## src/design/pls_pkg.sv

```systemverilog
// Purpose: Constants and types for the latency, L1 substates and containment registers.
// Assumes: Register offsets are the low twelve bits of the byte address.
package pls_pkg;

   localparam logic [11:0] OFS_NS_LAT   = 12'h234;
   localparam logic [11:0] OFS_L1_HDR   = 12'h240;
   localparam logic [11:0] OFS_L1_CAP   = 12'h244;
   localparam logic [11:0] OFS_L1_CTL1  = 12'h248;
   localparam logic [11:0] OFS_L1_CTL2  = 12'h24c;
   localparam logic [11:0] OFS_CNT_HDR  = 12'h250;
   localparam logic [11:0] OFS_CNT_CAP  = 12'h254;

   localparam logic [15:0] ID_L1SS      = 16'h001e;
   localparam logic [15:0] ID_CNT       = 16'h001d;
   localparam logic [3:0]  CAP_VER      = 4'h1;
   localparam logic [11:0] NXT_UP       = 12'h260;
   localparam logic [11:0] NXT_DN       = 12'h250;
   localparam logic [11:0] NXT_END      = 12'h000;
   localparam logic [4:0]  MSG_NUM      = 5'h01;

   localparam int          LAT_VAL_LSB  = 16;
   localparam int          LAT_SCL_LSB  = 26;
   localparam int          PM_L11_BIT   = 1;
   localparam int          ASPM_BIT     = 3;
   localparam int          L1SS_BIT     = 4;

   localparam logic [9:0]  LAT_VAL_RST  = 10'h000;
   localparam logic [2:0]  LAT_SCL_RST  = 3'h0;
   localparam logic        CAP_PM_RST   = 1'h1;
   localparam logic        CAP_ASPM_RST = 1'h0;
   localparam logic        CAP_L1SS_RST = 1'h1;
   localparam logic        CTL_RST      = 1'h0;

   localparam logic [1:0]  HTRANS_NSEQ  = 2'h2;
   localparam logic        HRESP_OKAY   = 1'h0;

   typedef struct packed {
      logic [2:0] scale;
      logic [9:0] value;
   } pls_lat_t;

   typedef struct packed {
      logic aspm_l11;
      logic pm_l11;
   } pls_ctl_t;

   typedef struct packed {
      logic l1ss;
      logic aspm_l11;
      logic pm_l11;
   } pls_cap_t;

endpackage

```

## src/design/pls_regs.sv

```systemverilog
// Purpose: Extended configuration registers of one switch port over AHB-Lite.
// Assumes: Single word transfers; the port type strap is stable in operation.
// Notes:   Zero wait states; every response is OKAY, unmapped words read zero.
`timescale 1ns/1ps
`default_nettype none
module pls_regs (
   input  wire logic             CLK_I,
   input  wire logic             RESET_N_I,
   input  wire logic             PORT_UP_I,
   input  wire logic             HSEL_I,
   input  wire logic [31:0]      HADDR_I,
   input  wire logic [1:0]       HTRANS_I,
   input  wire logic             HWRITE_I,
   input  wire logic [2:0]       HSIZE_I,
   input  wire logic [31:0]      HWDATA_I,
   input  wire logic             HREADY_I,
   input  wire logic             CAP_LOAD_I,
   input  wire pls_pkg::pls_cap_t CAP_LOAD_DATA_I,
   output var  logic [31:0]      HRDATA_O,
   output var  logic             HREADYOUT_O,
   output var  logic             HRESP_O,
   output var  pls_pkg::pls_lat_t NOSNOOP_O,
   output var  pls_pkg::pls_ctl_t L1SS_CTL_O,
   output var  pls_pkg::pls_cap_t L1SS_CAP_O
);

   logic                acc;
   logic                dp_wr;
   logic [11:0]         dp_addr;
   pls_pkg::pls_lat_t   next_lat;
   pls_pkg::pls_ctl_t   next_ctl;
   pls_pkg::pls_cap_t   next_cap;

   // Builds the word seen at an offset from the register values given.
   function automatic logic [31:0] rd_word(
      input logic [11:0]       a,
      input logic              up,
      input pls_pkg::pls_lat_t l,
      input pls_pkg::pls_ctl_t c,
      input pls_pkg::pls_cap_t p
   );
      logic [31:0] w;
      w = 32'h0000_0000;
      unique case (a)
         pls_pkg::OFS_NS_LAT: begin
            if (up) begin
               w[pls_pkg::LAT_VAL_LSB +: 10] = l.value;
               w[pls_pkg::LAT_SCL_LSB +: 3]  = l.scale;
            end
         end
         pls_pkg::OFS_L1_HDR: begin
            w[15:0]  = pls_pkg::ID_L1SS;
            w[19:16] = pls_pkg::CAP_VER;
            w[31:20] = up ? pls_pkg::NXT_UP : pls_pkg::NXT_DN;
         end
         pls_pkg::OFS_L1_CAP: begin
            w[pls_pkg::PM_L11_BIT] = p.pm_l11;
            w[pls_pkg::ASPM_BIT]   = p.aspm_l11;
            w[pls_pkg::L1SS_BIT]   = p.l1ss;
         end
         pls_pkg::OFS_L1_CTL1: begin
            w[pls_pkg::PM_L11_BIT] = c.pm_l11;
            w[pls_pkg::ASPM_BIT]   = c.aspm_l11;
         end
         pls_pkg::OFS_CNT_HDR: begin
            if (!up) begin
               w[15:0]  = pls_pkg::ID_CNT;
               w[19:16] = pls_pkg::CAP_VER;
               w[31:20] = pls_pkg::NXT_END;
            end
         end
         pls_pkg::OFS_CNT_CAP: begin
            if (!up) begin
               w[4:0] = pls_pkg::MSG_NUM;
            end
         end
         default: begin
            w = 32'h0000_0000;
         end
      endcase
      return w;
   endfunction

   // The slave never stretches a transfer, so the bus ready is ours alone.
   assign HREADYOUT_O = 1'h1;
   assign HRESP_O     = pls_pkg::HRESP_OKAY;
   // The transfer size is not decoded: every access is taken as a whole word.
   assign acc         = HSEL_I & HREADY_I & HTRANS_I[1];

   always_ff @(posedge CLK_I) begin
      if (!RESET_N_I) begin
         dp_wr   <= 1'h0;
         dp_addr <= 12'h000;
      end else begin
         dp_wr   <= acc & HWRITE_I;
         dp_addr <= HADDR_I[11:0];
      end
   end

   always_comb begin
      next_lat = NOSNOOP_O;
      next_ctl = L1SS_CTL_O;
      if (dp_wr && PORT_UP_I && dp_addr == pls_pkg::OFS_NS_LAT) begin
         next_lat.value = HWDATA_I[pls_pkg::LAT_VAL_LSB +: 10];
         next_lat.scale = HWDATA_I[pls_pkg::LAT_SCL_LSB +: 3];
      end
      if (dp_wr && dp_addr == pls_pkg::OFS_L1_CTL1) begin
         next_ctl.pm_l11   = HWDATA_I[pls_pkg::PM_L11_BIT];
         next_ctl.aspm_l11 = HWDATA_I[pls_pkg::ASPM_BIT];
      end
   end

   // Capability defaults are replaced only by the side-band or EEPROM loader.
   always_comb begin
      next_cap = L1SS_CAP_O;
      if (CAP_LOAD_I) begin
         next_cap = CAP_LOAD_DATA_I;
      end
   end

   always_ff @(posedge CLK_I) begin
      if (!RESET_N_I) begin
         NOSNOOP_O.value <= pls_pkg::LAT_VAL_RST;
         NOSNOOP_O.scale <= pls_pkg::LAT_SCL_RST;
      end else begin
         NOSNOOP_O <= next_lat;
      end
   end

   always_ff @(posedge CLK_I) begin
      if (!RESET_N_I) begin
         L1SS_CTL_O.pm_l11   <= pls_pkg::CTL_RST;
         L1SS_CTL_O.aspm_l11 <= pls_pkg::CTL_RST;
      end else begin
         L1SS_CTL_O <= next_ctl;
      end
   end

   always_ff @(posedge CLK_I) begin
      if (!RESET_N_I) begin
         L1SS_CAP_O.pm_l11   <= pls_pkg::CAP_PM_RST;
         L1SS_CAP_O.aspm_l11 <= pls_pkg::CAP_ASPM_RST;
         L1SS_CAP_O.l1ss     <= pls_pkg::CAP_L1SS_RST;
      end else begin
         L1SS_CAP_O <= next_cap;
      end
   end

   // Read data is taken from the next values, so a read right behind a
   // write to the same word already returns the written data.
   always_ff @(posedge CLK_I) begin
      if (!RESET_N_I) begin
         HRDATA_O <= 32'h0000_0000;
      end else if (acc && !HWRITE_I) begin
         HRDATA_O <= rd_word(HADDR_I[11:0], PORT_UP_I, next_lat, next_ctl, next_cap);
      end
   end
endmodule
`default_nettype wire

```

## config.mk

```make
export PLATFORM = sky130hd
export DESIGN_NAME = pls_regs
export DESIGN_NICKNAME = d
export VERILOG_FILES = /design/src/design/pls_pkg.sv /design/src/design/pls_regs.sv
export SDC_FILE = /design/constraint.sdc
export NUM_CORES = 1
export LEC_CHECK = 0
export ABC_AREA = 1
export BUFFER_PORTS_ARGS = -buffer_cell sky130_fd_sc_hd__buf_2
export CAP_MARGIN = 10
export CORE_MARGIN = 2
export CORE_UTILIZATION = 35
export DETAILED_ROUTE_END_ITERATION = 16
export PLACE_DENSITY = 0.64
export SLEW_MARGIN = 25
export SYNTH_ARGS = -nofsm -noshare
export SYNTH_HDL_FRONTEND = slang
export SYNTH_SLANG_ARGS = --single-unit
```

## constraint.sdc

```tcl
create_clock -name CLK_I -period 1.8 [get_ports CLK_I]
set_clock_uncertainty 0.05 [all_clocks]
set_input_delay 0.18 -clock CLK_I [delete_from_list [all_inputs] [get_ports CLK_I]]
set_output_delay 0.18 -clock CLK_I [all_outputs]
set_load 0.005 [all_outputs]
```

==> results.cfg, run 1 <==
[status]
status = finished clean

[setup_path]
start_kind = flop
cp.arrival_ns = 1.72
crit_start = dp_addr[9]
worst-path-max-fanout = 14
worstPathRequired_ns = 1.99
r2r_start = dp_addr[9]
critical_path_class = reg2reg
critPathCaptureType = flop

[timing]
setup_tns_ns = 0
finalSetupViolations = 0
rsz0062_at_grt = no
post-route-period-util = 0.855
slew_viol_final = 0
period_needed_ns = 1.54
fmax_mhz = 650
finalHoldViolCount = 0

[logic_synthesis]
synth_area_leader_cell = dfxtp_1
netlist_area_um2 = 2330
yosys.area.top_type_share = 0.429
yosysWarnings = 0
yosys_most_used_dff = dfxtp_1
synth_cell_types = 33
synthArstFlopShare = 0
synth.most_common_cell = nand2_1
ys_seq_area_frac = 0.429
syn_area_per_cell_um2 = 7.10
netlist_top_cells_count = nand2_1 (69), inv_1 (51), dfxtp_1 (50)
synth_cells = 329
synth_enable_flop_cells = 0
ys_top_cells_by_area = dfxtp_1 (43%), nand2_1 (11%), inv_1 (8.2%)
ys_ff_latch = 50

[cts]
cts_made_buffers = 5
cts_tree = yes
root_buffer = clkbuf_8
htreeDepth = 2
ctsLongestPathBuffers = 2
clk_pin_slew_worst_paths_ns = 0.09
postCtsHoldBufs = 0
cts_num_sinks = 50
clk_latency_ns = 0.30
cts_resized = 0
post_cts_buffers = 0

[finish]
drive_above_1_share = 0.262
syn_to_final_growth_pct = 20.7
fin_cells = 481
n_antenna_cell = 0
fillerInstances = 667
seqCellArea_um2 = 1000
nets = 482
multi_input_area_um2 = 1030

[power_and_ir_drop]
power_density_nw_per_um2 = 706
p_leak_nw = 1.60
vdd_ir_drop_max_mv = 0.360

[floorplanning]
initial_utilization = 0.366
core-area_um2 = 6390
die_w_um = 85.7
rows = 29
die_area_um2 = 7340
die_h_um = 85.7
io_pins = 131

[placement]
portBuffers = 74
dp.cells = 473
dp_hpwl_um = 4180
gp_congestion = 0.828

[grt]
grt_pass1_vias = 1951
overflow = 0
groute.usage.overall = 0.154
antenna_found_initial = 0
grt_pass1_wl_um = 8910
grt_max_degree = 23

[drt]
drt-pass1-iter-count = 4
dr_total_vias = 2130
ant_nets = 0
drc_errors = 0
viasPerCell = 4.43
wl_um = 5430
first_iter_violations = 92
wl_per_cell_um = 11.3

[hold_path]
hp-start = HADDR_I[10]
min_path_type = in2reg

[job]
drv_cap = 0
-- per-stage QoR --
step                hold WS, ns  power (mW)  setup slack (ns)  cell area (µm²)   util
floorplan                 0.223        1.27             0.438             2380      -
global placement          0.328        1.32             0.250             2720  0.426
detailed placement        0.327        1.32             0.243             2720  0.426
CTS                     0.00556        2.01             0.231             2820  0.441
global route             0.0260        2.09            0.0710             2820  0.441
finish                   0.0171        1.99             0.262             2820  0.441
-- cells by family after synthesis --
family / Yosys count / share of synthesized area
AND/OR/NAND/NOR: 171 / 0.341
buffers and inverters: 76 / 0.150
flip-flops: 50 / 0.429
AO/OA/AOI/OAI: 28 / 0.0691
multiplexers: 2 / 0.00857
other: 2 / 0.00322
-- final cells by class --
| class | count | share of cell area |
|---|---|---|
| Clock buffer | 6 | 0.0293 |
| Clock inverter | 2 | 0.00621 |
| Inverter | 54 | 0.0719 |
| Multi-Input combinational cell | 216 | 0.367 |
| Sequential cell | 50 | 0.355 |
| Tap cell | 77 | 0.0342 |
| Timing Repair Buffer | 76 | 0.137 |
-- critical path, cell delays in order, from the launching register on --
cell and delay [ns]:
dfxtp_1 0.32, inv_1 0.03, nor2_1 0.09, nand2_1 0.16, nor2_8 0.17, nand2_4 0.14, inv_2 0.16, nor2_1 0.05
nor2_1 0.08, nand2_1 0.08, o21ai_1 0.14
-- path summary, 6_finish.rpt --
check / depth (start not counted) / slack [ns] / end
worst max-delay path: 10 / 0.26 / HRDATA_O[22]
worst min register to register: 2 / 0.42 / HRDATA_O[25]
worst min-delay path: 3 / 0.02 / dp_addr[10]
worst max register to register: 10 / 0.26 / HRDATA_O[22]
-- state kept, by name, summed over array words and instances, names as in the netlist --
register    flops
L1SS_CTL_O      2
L1SS_CAP_O      3
dp_wr           1
HRDATA_O       19
dp_addr        12
NOSNOOP_O      13
-- power by group --
group	internal, mW	switching, mW
Sequential	1.13	0.00971
Combinational	0.0612	0.0990
Clock	0.317	0.376
-- placed cells by master (no fill, tap or decap) --
master     instances
mux2i_1            2
o21a_1             2
nor2_4             3
nor2_1            42
dfxtp_1           50
clkinv_4           2
nand2_4            1
conb_1            15
or2_1              3
nand3_1           29
o21ai_0            6
nor2_2             2
nor2_8             1
inv_1             51
nand2_1           69
a21oi_2            2
clkbuf_8           6
or2_0              2
nand4_1            1
a21oi_1            6
nor3_1             2
buf_4              2
nand3b_1           4
o211ai_1           2
o21ai_1            9
nor4_1             1
clkinv_1           1
or2_2              5
inv_2              2
nand3_2            1
nand2_2            5
o2111ai_1          1
buf_2             74
-- per-layer routing --
metal	vias up	GRT usage	wire, µm
met3	2	0.0395	379
met5	-	0	0
met1	937	0.186	2380
met4	0	0.0519	42
li1	1118	-	-
met2	73	0.265	2630
(Power assumes the default switching activity.)
==> run 2, diff against run 1 <==
- CORE_UTILIZATION: 35 -> 40
- PLACE_DENSITY: 0.64 -> 0.72
==> results.cfg, run 2 (same netlist as run 1, synthesis figures left out) <==
[setup_path]
crit_slowest_cell = dfxtp_1
worst_path_largest_cell_delay_ns = 0.31
reg2reg_slack_ns = 0.23
path_common_cell = nor2_1
crit_start = dp_addr[9]
critPathCaptureType = flop
endpoint = HRDATA_O[23]
worstPathRequired_ns = 1.98
r2r_start = dp_addr[9]
crit_chain = inv_1 -> nor2_1 -> nand2_1 -> nor2_8 -> nand2_4 -> inv_2 -> nor2_1 -> nor2_1 -> nand2_1 -> o21ai_1
critical_path_class = reg2reg
worstRegToRegCells = 10
start_kind = flop
regToRegEndpoint = HRDATA_O[23]
worst-path-max-fanout = 14
cp.arrival_ns = 1.74

[finish]
largestRegisters = HRDATA_O (19), NOSNOOP_O (13), dp_addr (12)
drive_above_1_share = 0.260
mostFrequentLayoutCells = buf_2 (74), nand2_1 (69), inv_1 (51), dfxtp_1 (50), nor2_1 (42)
final_common_cell = buf_2
syn_to_final_growth_pct = 20.9
fillerInstances = 568
regMostFlops = HRDATA_O
nets = 482
fin_util = 0.506
n_antenna_cell = 0
largest_register_ffs = 19

[timing]
postLayoutSetupSlackWorst_ns = 0.235
period_needed_ns = 1.57
post-route-period-util = 0.870
slew_viol_final = 0
setup_tns_ns = 0
finalHoldViolCount = 0
rsz0062_at_grt = no
fmax_mhz = 639
finalSetupViolations = 0

[cts]
htreeDepth = 2
cts_num_sinks = 50
cts_tree = yes
postCtsHoldBufs = 0
cts_resized = 0
clk_pin_slew_worst_paths_ns = 0.08
clk_latency_ns = 0.30
ctsLongestPathBuffers = 2
cts_made_buffers = 5
post_cts_buffers = 0
root_buffer = clkbuf_8

[floorplanning]
die_area_um2 = 6460
rows = 27
core-area_um2 = 5570
initial_utilization = 0.419
io_pins = 131
die_w_um = 80.4
die_h_um = 80.4

[drt]
route.met2.wl_um = 2510
wl_per_cell_um = 11.2
ant_nets = 0
drt-pass1-iter-count = 4
drt-met1-wl_um = 2340
wl_met3_um = 312
first_iter_violations = 85
drc_errors = 0
wl_um = 5320
top_layer_used = met4
viasPerCell = 4.56
dr_total_vias = 2171

[grt]
grt_max_degree = 22
overflow = 0
grt_pass1_wl_um = 8470
grt_pass1_vias = 1948
groute.usage.overall = 0.173
antenna_found_initial = 0

[status]
status = finished clean

[job]
drv_cap = 0

[power_and_ir_drop]
vdd_ir_drop_max_mv = 0.383
power_density_nw_per_um2 = 732
p_leak_nw = 1.60

[hold_path]
hp-start = HADDR_I[9]
min_path_type = in2reg

[placement]
portBuffers = 74
dp_slack_ns = 0.213
dp_hpwl_um = 4090
gp_congestion = 0.877
run 2: area by class of cell:
class                           count  area, µm²  share of cell area
Inverter                           54        203              0.0718
Clock inverter                      2       37.5              0.0133
Sequential cell                    50       1000               0.355
Clock buffer                        6       72.6              0.0257
Multi-Input combinational cell    216       1030               0.366
Tap cell                           72       90.1              0.0319
Timing Repair Buffer               76        385               0.137
run 2: metal layers:
| layer | vias up | GRT usage |
|---|---|---|
| li1 | 1121 | - |
| met1 | 968 | 0.210 |
| met2 | 71 | 0.278 |
| met3 | 11 | 0.0404 |
| met4 | 0 | 0.100 |
| met5 | - | 0 |
run 2: critical path, delay by kind of cell (launching register included):
family	cells	cell delay (ns)
AOI/OAI and AO/OA	1	0.16
DFF	1	0.31
buffers and inverters	2	0.20
and+or+nand+nor	7	0.77
run 2: worst min-delay path by stage:
stage                  endpoint  slack (ns)  cells after the start
floorplan           dp_addr[10]        0.22                      2
global placement     dp_addr[9]        0.32                      3
detailed placement   dp_addr[9]        0.33                      3
CTS                  dp_addr[9]        0.01                      3
global route        dp_addr[11]        0.03                      3
finish               dp_addr[9]        0.02                      3
run 2: through the flow:
step	instances	instance area, µm²	hold slack, ns	power, mW
after floorplan	342	2380	0.223	1.27
after global placement	468	2710	0.323	1.32
after detailed placement	468	2710	0.331	1.32
after CTS	476	2820	0.0122	2.09
after global routing	476	2820	0.0261	2.17
final	476	2820	0.0218	2.07
run 2: power breakdown:
| group | total (mW) | switching [mW] | internal, mW |
|---|---|---|---|
| Clock | 0.771 | 0.356 | 0.415 |
| Combinational | 0.160 | 0.0987 | 0.0613 |
| Sequential | 1.14 | 0.00928 | 1.13 |
